===== src/ppom_defines.svh =====
// Register map, field positions, reset values and sizes of the pin override mux.
// Assumes a 32-bit APB slave with word-aligned registers.
`ifndef PPOM_DEFINES_SVH
`define PPOM_DEFINES_SVH

`define PPOM_NPIN 8
`define PPOM_AW 8

`define PPOM_OFS_DIR_A 8'h00
`define PPOM_OFS_OUT_A 8'h04
`define PPOM_OFS_IN_A 8'h08
`define PPOM_OFS_DIR_B 8'h0c
`define PPOM_OFS_OUT_B 8'h10
`define PPOM_OFS_IN_B 8'h14
`define PPOM_OFS_PORT_CTRL 8'h18
`define PPOM_OFS_MCU_CTRL 8'h1c

`define PPOM_BIT_PUD_A 0
`define PPOM_BIT_PUD_B 1
`define PPOM_BIT_BBM_A 4
`define PPOM_BIT_BBM_B 5
`define PPOM_BIT_GLOBAL_PUD 4

`define PPOM_RST_PORT_CTRL 8'h00
`define PPOM_RST_MCU_CTRL 8'h00
`define PPOM_RST_DIR 8'h00
`define PPOM_RST_OUT 8'h00

`endif


===== src/ppom_pkg.sv =====
// Types shared by the pin override mux files.
// Assumes ppom_defines.svh holds all numbers.
`include "ppom_defines.svh"

package ppom_pkg;
  typedef logic [7:0] ppom_byte_t;
  typedef logic [31:0] ppom_word_t;
  typedef logic [`PPOM_AW-1:0] ppom_addr_t;
endpackage


===== src/ppom_sync2.sv =====
// Two-flop synchroniser for a vector of independent levels.
// Assumes each bit is a level that may change at any time.
`timescale 1ns/100ps

module ppom_sync2 #(
  parameter int W = 16
) (
  input wire logic clk,
  input wire logic rst_n,
  input wire logic [W-1:0] d,
  output logic [W-1:0] q
);
  logic [W-1:0] meta_ff;
  logic [W-1:0] q_ff;

  initial begin
    if (W < 1) $error("ppom_sync2: W must be at least 1");
  end

  // First stage is read only by the second stage
  always_ff @(posedge clk or negedge rst_n) begin
    if (!rst_n) begin
      meta_ff <= '0;
      q_ff <= '0;
    end else begin
      meta_ff <= d;
      q_ff <= meta_ff;
    end
  end

  assign q = q_ff;
endmodule


===== src/ppom_pin.sv =====
// One pin of the override mux: pull-up, driver enable, driven value, input gate.
// Assumes register bits and override signals come from the clk domain.
`timescale 1ns/100ps

module ppom_pin (
  input wire logic clk,
  input wire logic rst_n,
  input wire logic dir_bit,
  input wire logic out_bit,
  input wire logic pud_eff,
  input wire logic bbm_hold,
  input wire logic sleep_clamp,
  input wire logic pu_oe,
  input wire logic pu_ov,
  input wire logic dd_oe,
  input wire logic dd_ov,
  input wire logic pv_oe,
  input wire logic pv_ov,
  input wire logic die_oe,
  input wire logic die_ov,
  output logic din_en,
  output logic pad_out_ff,
  output logic pad_oe_n_ff,
  output logic pullup_ff
);
  logic nxt_pullup;
  logic nxt_drv;
  logic nxt_out;

  always_comb begin
    nxt_pullup = pu_oe ? pu_ov : (!dir_bit && out_bit && !pud_eff);
    nxt_drv = (dd_oe ? dd_ov : dir_bit) && !bbm_hold;
    nxt_out = pv_oe ? pv_ov : out_bit;
    din_en = die_oe ? die_ov : !sleep_clamp;
  end

  always_ff @(posedge clk or negedge rst_n) begin
    if (!rst_n) begin
      pullup_ff <= 1'b0;
      pad_oe_n_ff <= 1'b1;
      pad_out_ff <= 1'b0;
    end else begin
      pullup_ff <= nxt_pullup;
      pad_oe_n_ff <= !nxt_drv;
      // Value only matters while driving; low keeps the pad quiet otherwise
      pad_out_ff <= nxt_drv && nxt_out;
    end
  end
endmodule


===== src/ppom_top.sv =====
// Port pin override mux for two 8-pin ports with an APB register slave.
// Assumes pads outside resolve drive and pull-up; peripherals drive overrides on clk.
`timescale 1ns/100ps

module ppom_top import ppom_pkg::*; #(
  parameter int NPIN = `PPOM_NPIN
) (
  input wire logic clk,
  input wire logic rst_n,
  input wire logic psel,
  input wire logic penable,
  input wire logic pwrite,
  input wire logic [`PPOM_AW-1:0] paddr,
  input wire logic [31:0] pwdata,
  output logic [31:0] prdata,
  output logic pready,
  output logic pslverr,
  input wire logic sleep_clamp,
  input wire logic [2*NPIN-1:0] pad_in,
  output logic [2*NPIN-1:0] pad_out,
  output logic [2*NPIN-1:0] pad_oe_n,
  output logic [2*NPIN-1:0] pullup_en,
  output logic [2*NPIN-1:0] alt_func_raw_input,
  input wire logic [2*NPIN-1:0] pullup_override_en,
  input wire logic [2*NPIN-1:0] pullup_override_val,
  input wire logic [2*NPIN-1:0] dir_override_en,
  input wire logic [2*NPIN-1:0] dir_override_val,
  input wire logic [2*NPIN-1:0] outval_override_en,
  input wire logic [2*NPIN-1:0] outval_override_val,
  input wire logic [2*NPIN-1:0] toggle_override_en,
  input wire logic [2*NPIN-1:0] input_gate_override_en,
  input wire logic [2*NPIN-1:0] input_gate_override_val
);
  localparam int NP = 2 * NPIN;

  logic [NP-1:0] dir_ff;
  logic [NP-1:0] out_ff;
  logic [NP-1:0] hold_ff;
  logic [NP-1:0] pin_sync;
  logic [NP-1:0] pud_eff;
  logic [NP-1:0] din_en;
  logic [NP-1:0] nxt_dir;
  logic [NP-1:0] nxt_out;
  logic [NP-1:0] nxt_hold;
  ppom_byte_t port_ctrl_ff;
  ppom_byte_t mcu_ctrl_ff;
  logic pready_ff;
  logic pslverr_ff;
  ppom_word_t prdata_ff;
  ppom_word_t nxt_prdata;
  logic nxt_err;
  logic wr_en;
  logic [1:0] wr_dir;
  logic [1:0] wr_out;
  logic [1:0] wr_in;
  logic [1:0] bbm;
  logic [1:0] port_pud;

  initial begin
    if (NPIN < 1 || NPIN > 8) $error("ppom_top: NPIN must be 1 to 8");
  end

  // APB: one access per setup/access pair, no wait states
  assign wr_en = psel && penable && pwrite && pready_ff;

  always_comb begin
    wr_dir = '0;
    wr_out = '0;
    wr_in = '0;
    if (wr_en) begin
      case (paddr)
        `PPOM_OFS_DIR_A: wr_dir[0] = 1'b1;
        `PPOM_OFS_OUT_A: wr_out[0] = 1'b1;
        `PPOM_OFS_IN_A: wr_in[0] = 1'b1;
        `PPOM_OFS_DIR_B: wr_dir[1] = 1'b1;
        `PPOM_OFS_OUT_B: wr_out[1] = 1'b1;
        `PPOM_OFS_IN_B: wr_in[1] = 1'b1;
        default: ;
      endcase
    end
  end

  always_comb begin
    nxt_prdata = '0;
    nxt_err = 1'b0;
    case (paddr)
      `PPOM_OFS_DIR_A: nxt_prdata[NPIN-1:0] = dir_ff[0 +: NPIN];
      `PPOM_OFS_OUT_A: nxt_prdata[NPIN-1:0] = out_ff[0 +: NPIN];
      `PPOM_OFS_IN_A: nxt_prdata[NPIN-1:0] = pin_sync[0 +: NPIN];
      `PPOM_OFS_DIR_B: nxt_prdata[NPIN-1:0] = dir_ff[NPIN +: NPIN];
      `PPOM_OFS_OUT_B: nxt_prdata[NPIN-1:0] = out_ff[NPIN +: NPIN];
      `PPOM_OFS_IN_B: nxt_prdata[NPIN-1:0] = pin_sync[NPIN +: NPIN];
      `PPOM_OFS_PORT_CTRL: nxt_prdata[7:0] = port_ctrl_ff;
      `PPOM_OFS_MCU_CTRL: nxt_prdata[7:0] = mcu_ctrl_ff;
      default: nxt_err = 1'b1;
    endcase
  end

  always_ff @(posedge clk or negedge rst_n) begin
    if (!rst_n) begin
      pready_ff <= 1'b0;
      pslverr_ff <= 1'b0;
      prdata_ff <= '0;
    end else begin
      pready_ff <= psel && !penable;
      pslverr_ff <= psel && !penable && nxt_err;
      if (psel && !penable && !pwrite) begin
        prdata_ff <= nxt_prdata;
      end
    end
  end

  // Control registers; unassigned bits are plain storage
  always_ff @(posedge clk or negedge rst_n) begin
    if (!rst_n) begin
      port_ctrl_ff <= `PPOM_RST_PORT_CTRL;
      mcu_ctrl_ff <= `PPOM_RST_MCU_CTRL;
    end else if (wr_en && paddr == `PPOM_OFS_PORT_CTRL) begin
      port_ctrl_ff <= pwdata[7:0];
    end else if (wr_en && paddr == `PPOM_OFS_MCU_CTRL) begin
      mcu_ctrl_ff <= pwdata[7:0];
    end
  end

  assign bbm[0] = port_ctrl_ff[`PPOM_BIT_BBM_A];
  assign bbm[1] = port_ctrl_ff[`PPOM_BIT_BBM_B];
  assign port_pud[0] = port_ctrl_ff[`PPOM_BIT_PUD_A];
  assign port_pud[1] = port_ctrl_ff[`PPOM_BIT_PUD_B];

  // Per-port write strobes, shared global pull-up disable
  always_comb begin
    for (int p = 0; p < 2; p++) begin
      nxt_dir[p*NPIN +: NPIN] = wr_dir[p] ? pwdata[NPIN-1:0] : dir_ff[p*NPIN +: NPIN];
      // Toggle sources stack: write, then input-register toggle, then peripheral toggle
      nxt_out[p*NPIN +: NPIN] = (wr_out[p] ? pwdata[NPIN-1:0] : out_ff[p*NPIN +: NPIN])
        ^ (wr_in[p] ? pwdata[NPIN-1:0] : '0)
        ^ toggle_override_en[p*NPIN +: NPIN];
      // Only an input-to-output write arms the gap
      nxt_hold[p*NPIN +: NPIN] = (wr_dir[p] && bbm[p])
        ? (pwdata[NPIN-1:0] & ~dir_ff[p*NPIN +: NPIN]) : '0;
      pud_eff[p*NPIN +: NPIN] = {NPIN{port_pud[p] | mcu_ctrl_ff[`PPOM_BIT_GLOBAL_PUD]}};
    end
  end

  always_ff @(posedge clk or negedge rst_n) begin
    if (!rst_n) begin
      dir_ff <= '0;
      out_ff <= '0;
    end else begin
      dir_ff <= nxt_dir;
      out_ff <= nxt_out;
    end
  end

  // Gap lasts one cycle; writes come at most every other cycle and only re-arm a pin that is still an input
  always_ff @(posedge clk or negedge rst_n) begin
    if (!rst_n) begin
      hold_ff <= '0;
    end else begin
      hold_ff <= nxt_hold;
    end
  end

  ppom_sync2 #(.W(NP)) u_sync (
    .clk(clk),
    .rst_n(rst_n),
    .d(alt_func_raw_input),
    .q(pin_sync)
  );

  // Raw gated input skips the synchroniser so peripherals may clock from it
  assign alt_func_raw_input = pad_in & din_en;

  for (genvar i = 0; i < NP; i++) begin : g_pin
    ppom_pin u_pin (
      .clk(clk),
      .rst_n(rst_n),
      .dir_bit(dir_ff[i]),
      .out_bit(out_ff[i]),
      .pud_eff(pud_eff[i]),
      .bbm_hold(hold_ff[i]),
      .sleep_clamp(sleep_clamp),
      .pu_oe(pullup_override_en[i]),
      .pu_ov(pullup_override_val[i]),
      .dd_oe(dir_override_en[i]),
      .dd_ov(dir_override_val[i]),
      .pv_oe(outval_override_en[i]),
      .pv_ov(outval_override_val[i]),
      .die_oe(input_gate_override_en[i]),
      .die_ov(input_gate_override_val[i]),
      .din_en(din_en[i]),
      .pad_out_ff(pad_out[i]),
      .pad_oe_n_ff(pad_oe_n[i]),
      .pullup_ff(pullup_en[i])
    );
  end

  assign prdata = prdata_ff;
  assign pready = pready_ff;
  assign pslverr = pslverr_ff;
endmodule


===== config.mk =====
export PLATFORM = sky130hd
export DESIGN_NAME = ppom_top
export DESIGN_NICKNAME = d
export VERILOG_FILES = /design/src/ppom_pkg.sv /design/src/ppom_sync2.sv /design/src/ppom_pin.sv /design/src/ppom_top.sv
export VERILOG_INCLUDE_DIRS = /design/src /design/src/src
export SDC_FILE = /design/constraint.sdc
export NUM_CORES = 1
export LEC_CHECK = 0
export BUFFER_PORTS_ARGS = -buffer_cell sky130_fd_sc_hd__buf_4
export CAP_MARGIN = 30
export CORE_AREA = 5 5 137 139
export CTS_CLUSTER_DIAMETER = 50
export DETAILED_ROUTE_END_ITERATION = 10
export DIE_AREA = 0 0 142 144
export MAX_ROUTING_LAYER = met4
export PLACE_DENSITY = 0.73
export SKIP_CTS_REPAIR_TIMING = 1
export SLEW_MARGIN = 20
export SYNTH_ARGS = -nofsm -noshare
export SYNTH_HDL_FRONTEND = slang
export SYNTH_HIERARCHICAL = 1
export SYNTH_SLANG_ARGS = --single-unit

===== constraint.sdc =====
create_clock -name clk -period 1.8 [get_ports clk]
set_clock_uncertainty 0.2 [all_clocks]
set_input_delay 0.27 -clock clk [delete_from_list [all_inputs] [get_ports clk]]
set_output_delay 0.27 -clock clk [all_outputs]
set_load 0.005 [all_outputs]

# Yosys cells after proc, flatten, opt, wreduce, memory -nomap -nowiden

Cells that the tools add are included.

Output and inout bits: 98
Bits of input ports: 206
Flip-flop bits (word level): 154

Bitwise logic cells: 12
Reductions and logical operators: 130
Equal/unequal tests: 7
Mux-type cells: 81

Operator list:

| kind                 | number |
|---|---|
| $logic_and A1 B1 Y1  | 74 |
| $mux W1              | 71 |
| $pmux W8 S8          | 1 |
| $logic_not A1 Y1     | 53 |
| $mux W8              | 6 |
| $eq A8 B5 Y1 const B | 4 |
| $xor A8 B8 Y8        | 4 |
| $and A16 B16 Y16     | 1 |
| $and A8 B8 Y8        | 2 |
| $eq A8 B4 Y1 const B | 2 |
| $not A8 Y8           | 2 |
| $eq A8 B3 Y1 const B | 1 |
| $logic_not A8 Y1     | 1 |
| $reduce_or A8 Y1     | 1 |
| $mux W2              | 3 |
| $or A1 B1 Y1         | 2 |
| $reduce_and A2 Y1    | 1 |
| $not A1 Y1           | 1 |

# Logic depth before layout (Yosys ltp)

Word-level depth: 7
Depth in mapped cells: 7

# Cells and area by module

Netlist, hierarchy kept.

Modules (own cells, without submodules):

| module     | cells each | area each (sq um) | instances |
|---|---|---|---|
| ppom_top   | 436        | 4405.5            | 1 |
| ppom_pin   | 12         | 140.1             | 16 |
| ppom_sync2 | 32         | 800.8             | 1 |

# Worst setup path before layout

OpenSTA, ideal clock, no wires.

Path type: input to register
From: input port paddr[5]
To: register mcu_ctrl_ff[0]
Path slack: -160 ps
Cell stages on the path: 4
Data arrival time: 1635 ps
Data required time: 1475 ps
Buffers on the path: 1
Setup time: 125 ps
Cells stage by stage: or3_1 buf_2 nor4_4 mux2_2

Word-level cells in the longest chain between the ends: 4

Ends and longest elaborated chain:

| element                         | line            | RTL |
|---|---|---|
| start, declared                 | ppom_top.sv:13  | `` input wire logic [`PPOM_AW-1:0] paddr, `` |
| $eq A8 B5 Y1                    | n/a             |  |
| $logic_and A1 B1 Y1 (no line)   | n/a             |  |
| $not A1 Y1 (no line)            | n/a             |  |
| $reduce_and A2 Y1 (no line) (*) | n/a             |  |
| end signal, assigned            | ppom_top.sv:117 | `` mcu_ctrl_ff <= `PPOM_RST_MCU_CTRL; `` |
| end signal, assigned            | ppom_top.sv:121 | `mcu_ctrl_ff <= pwdata[7:0];` |
| end, declared                   | ppom_top.sv:46  | `ppom_byte_t mcu_ctrl_ff;` |

Every way passes the cells marked *; elsewhere a longest branch is shown, timed or not.
A chain may end at the register's enable or synchronous reset.

# Worst setup path after layout

From: input port pwdata[0]
To: register out_ff[0]

Word-level cells in the longest chain between the ends: 3

Ends and longest elaborated chain:

| element                    | line                             | RTL |
|---|---|---|
| start, declared            | ppom_top.sv:14                   | `input wire logic [31:0] pwdata,` |
| $mux W8 (on tied branches) | ppom_top.sv:135, ppom_top.sv:136 |  |
| $xor A8 B8 Y8 (*)          | ppom_top.sv:136                  | `^ (wr_in[p] ? pwdata[NPIN-1:0] : '0)` |
| $xor A8 B8 Y8 (*)          | ppom_top.sv:137                  | `^ toggle_override_en[p*NPIN +: NPIN];` |
| named net nxt_out[0]       | ppom_top.sv:43                   | `logic [NP-1:0] nxt_out;` |
| end signal, assigned       | ppom_top.sv:151                  | `out_ff <= nxt_out;` |
| end, declared              | ppom_top.sv:37                   | `logic [NP-1:0] out_ff;` |

Mark *: on every way through the listed nets, which the timed path passes. The rest lies on a longest branch.

==> flow_summary.json <==
{
  "synth_area_leader_cell": "dfrtp_1",
  "holdWs_ns": -0.0369,
  "crit_slowest_cell": "dlygate4sd3_1",
  "status": "complete, but fails checks",
  "cts.sinks": 154,
  "endpoint_kind": "flip-flop",
  "cp.required_ns": 1.89,
  "cp_top_family": "buffers and inverters",
  "vias_per_cell": 5.22,
  "start_util_pct": 42.5,
  "cts_made_buffers": 17,
  "grt_pass1_wl_um": 34300,
  "core-area_mm2": 0.0175,
  "detail-route-antenna-nets": 0,
  "synthTopCellsByCount": "dfrtp_1 (138), nand2_1 (56), mux2i_1 (39), mux2_2 (38), o21ai_0 (28)",
  "drive_gt1_share_pct": 42.0,
  "place_area_mm2": 0.0101,
  "wl_per_cell_um": 18.5,
  "dpl.cell_count": 1175,
  "boundaryPins": 304,
  "worstSkewPairLatency_ns": 0.42,
  "irDropWorstVdd_mv": 0.811,
  "fin_nets": 1280,
  "synth.distinct_cells": 54,
  "yosys_warnings": 6,
  "max_freq_ghz": 0.558,
  "power.density_mw_per_mm2": 830,
  "cts_root_buf": "clkbuf_16",
  "synth_seq_area_share_pct": 52.0,
  "grt_pass1_vias": 6435,
  "portBuffers": 255,
  "fillCellCount": 1353,
  "die_area_mm2": 0.0204,
  "finalCriticalPeriod_ns": 1.79,
  "synth_top_area_share_pct": 46.4,
  "hpwl_um": 17500,
  "cap_violations": 0,
  "first_pass_iters": 5,
  "netlist_top_cells_area": "dfrtp_1 (46%), mux2_2 (5.7%), dfstp_2 (5.6%), mux2i_1 (5.2%), o41ai_2 (3.5%)",
  "synth_edf_count": 0,
  "min_path_type": "input pin to flip-flop",
  "area_growth_pct": 58.6,
  "syn-cell-area_mm2": 0.00745,
  "rows": 49,
  "dp_slack_ns": -0.332,
  "crit_fanout": 11,
  "ys.flop_type": "dfrtp_1",
  "yosysMostFrequentCell": "dfrtp_1",
  "postLayoutCellArea_mm2": 0.0118,
  "violations": "hold timing",
  "path_clk_slew_ns": 0.06,
  "grt_max_degree": 36,
  "critPathMaxStageDelay_ns": 0.54,
  "h-tree-depth": 4,
  "startpoint_type": "input pin",
  "setup_slack_ns": 0.00818,
  "crit_chain": "dlygate4sd3_1, buf_4, or3b_2, a21oi_1, a211o_1, nand4_1",
  "diodes": 0,
  "critPathKind": "input pin to flip-flop",
  "synth-async-reset-ratio_pct": 100,
  "post-route-period-util_pct": 99.5,
  "first_iter_violations": 382,
  "multiInputGateArea_mm2": 0.00334,
  "cts_tree": "done",
  "gp_congestion": 0.850,
  "routed-via-count": 6864,
  "netlist_instances": 660,
  "die_y_um": 144,
  "drv_slew": 0,
  "ys_ff_latch": 154,
  "register_area_mm2": 0.00387,
  "grt_remaining_overflow": 0,
  "finalSetupViolations": 0,
  "utilization_pct": 67.4,
  "cp.arrival_ns": 1.88,
  "hold_viol": 7,
  "final_cells": 1316,
  "drc": 0,
  "crit_buf_inv": 2,
  "grt_usage_pct": 22.5,
  "p_leak_nw": 5.73,
  "antenna_found_initial": 0,
  "syn_area_per_cell_um2": 11.3,
  "routed_wirelength_um": 24300,
  "cts_buffer_depth": 2,
  "die_w_um": 142
}
## final timing paths
| kind | slack [ns] | end | cells past startpoint | start |
|---|---|---|---|---|
| worst max-delay path | 0.008 | out_ff[0] | 6 | pwdata[0] |
| worst min-delay path | -0.04 | g_pin[10].u_pin/pad_out_ff | 3 | outval_override_val[10] |
| worst max register to register | 0.06 | mcu_ctrl_ff[2] | 5 | pready |
| worst min register to register | 0.15 | u_sync/q[12] | 0 | u_sync/meta_ff[12] |
| max in group asynchronous | 0.63 | g_pin[4].u_pin/pad_oe_n_ff | 3 | rst_n |
| min in group asynchronous | 0.12 | g_pin[10].u_pin/pullup_ff | 2 | rst_n |
## area by class of cell
cell class,instances,area share (%)
Multi-Input combinational cell,448,28.2
Sequential cell,154,32.8
Tap cell,229,2.43
Clock inverter,8,1.19
Timing Repair Buffer,428,30.4
Inverter,25,0.795
Clock buffer,24,4.16
## logic make-up after synthesis
logic type	after synthesis	share of synthesized area (%)
other cells	1	0.0503
mux	77	11.0
compound gates	124	13.6
buf+inv	81	5.49
flops	154	52.0
xor+xnor	8	0.941
simple gates	215	16.9
## registers in the layout (all words and copies together), names as in the netlist
signal and count:
dir_ff 16, g_pin.u_pin/pad_oe_n_ff 16, g_pin.u_pin/pad_out_ff 16, g_pin.u_pin/pullup_ff 16, hold_ff 16, mcu_ctrl_ff 8
out_ff 16, port_ctrl_ff 8, prdata 8, pready 1, pslverr 1, u_sync/meta_ff 16
u_sync/q 16
## stage by stage
step | setup TNS, ns | power [mW]
after floorplan | -2.19 | 4.80
after global placement | -12.18 | 5.74
after detailed placement | -14.60 | 5.79
after CTS | -2.78 | 9.62
after global routing | -0.0798 | 10.2
final | 0 | 9.80
## worst min-delay path, stage by stage
cell	delay, ns
buf_4	0.08
mux2i_1	0.06
nor3_1	0.12
## power breakdown
part           switching, mW  internal (mW)
sequential             0.222           3.76
clock                   1.36           2.46
combinational          0.852           1.15
total                   2.43           7.37
## per-layer routing
layer	up-vias	share of wire [%]	routed length, um	global-route usage (%)
li1	3189	-	-	-
met1	3332	40	9820	28.0
met2	310	50	12300	37.1
met3	33	6.9	1680	5.36
met4	0	2.2	540	5.86
met5	-	0	0	-
## placed cells by master (no fill, tap or decap), drive strengths merged, types with 9 or more instances in the layout
cell type | Yosys | routed
dlygate4sd3 | 0 | 107
mux2i | 39 | 39
nand2 | 56 | 56
and2 | 17 | 17
conb | 1 | 24
dfrtp | 138 | 138
o2111ai | 9 | 9
or3b | 12 | 12
mux2 | 38 | 38
nand3b | 10 | 10
nand4 | 11 | 11
clkbuf | 21 | 24
or3 | 10 | 10
nor3b | 16 | 16
buf | 35 | 321
nand3 | 15 | 15
or2 | 19 | 19
o21ai | 28 | 28
inv | 25 | 25
nor3 | 23 | 23
a21oi | 19 | 19
o41ai | 16 | 16
dfstp | 16 | 16
nor2 | 11 | 11
No activity file was read; power rests on OpenSTA's default activity.
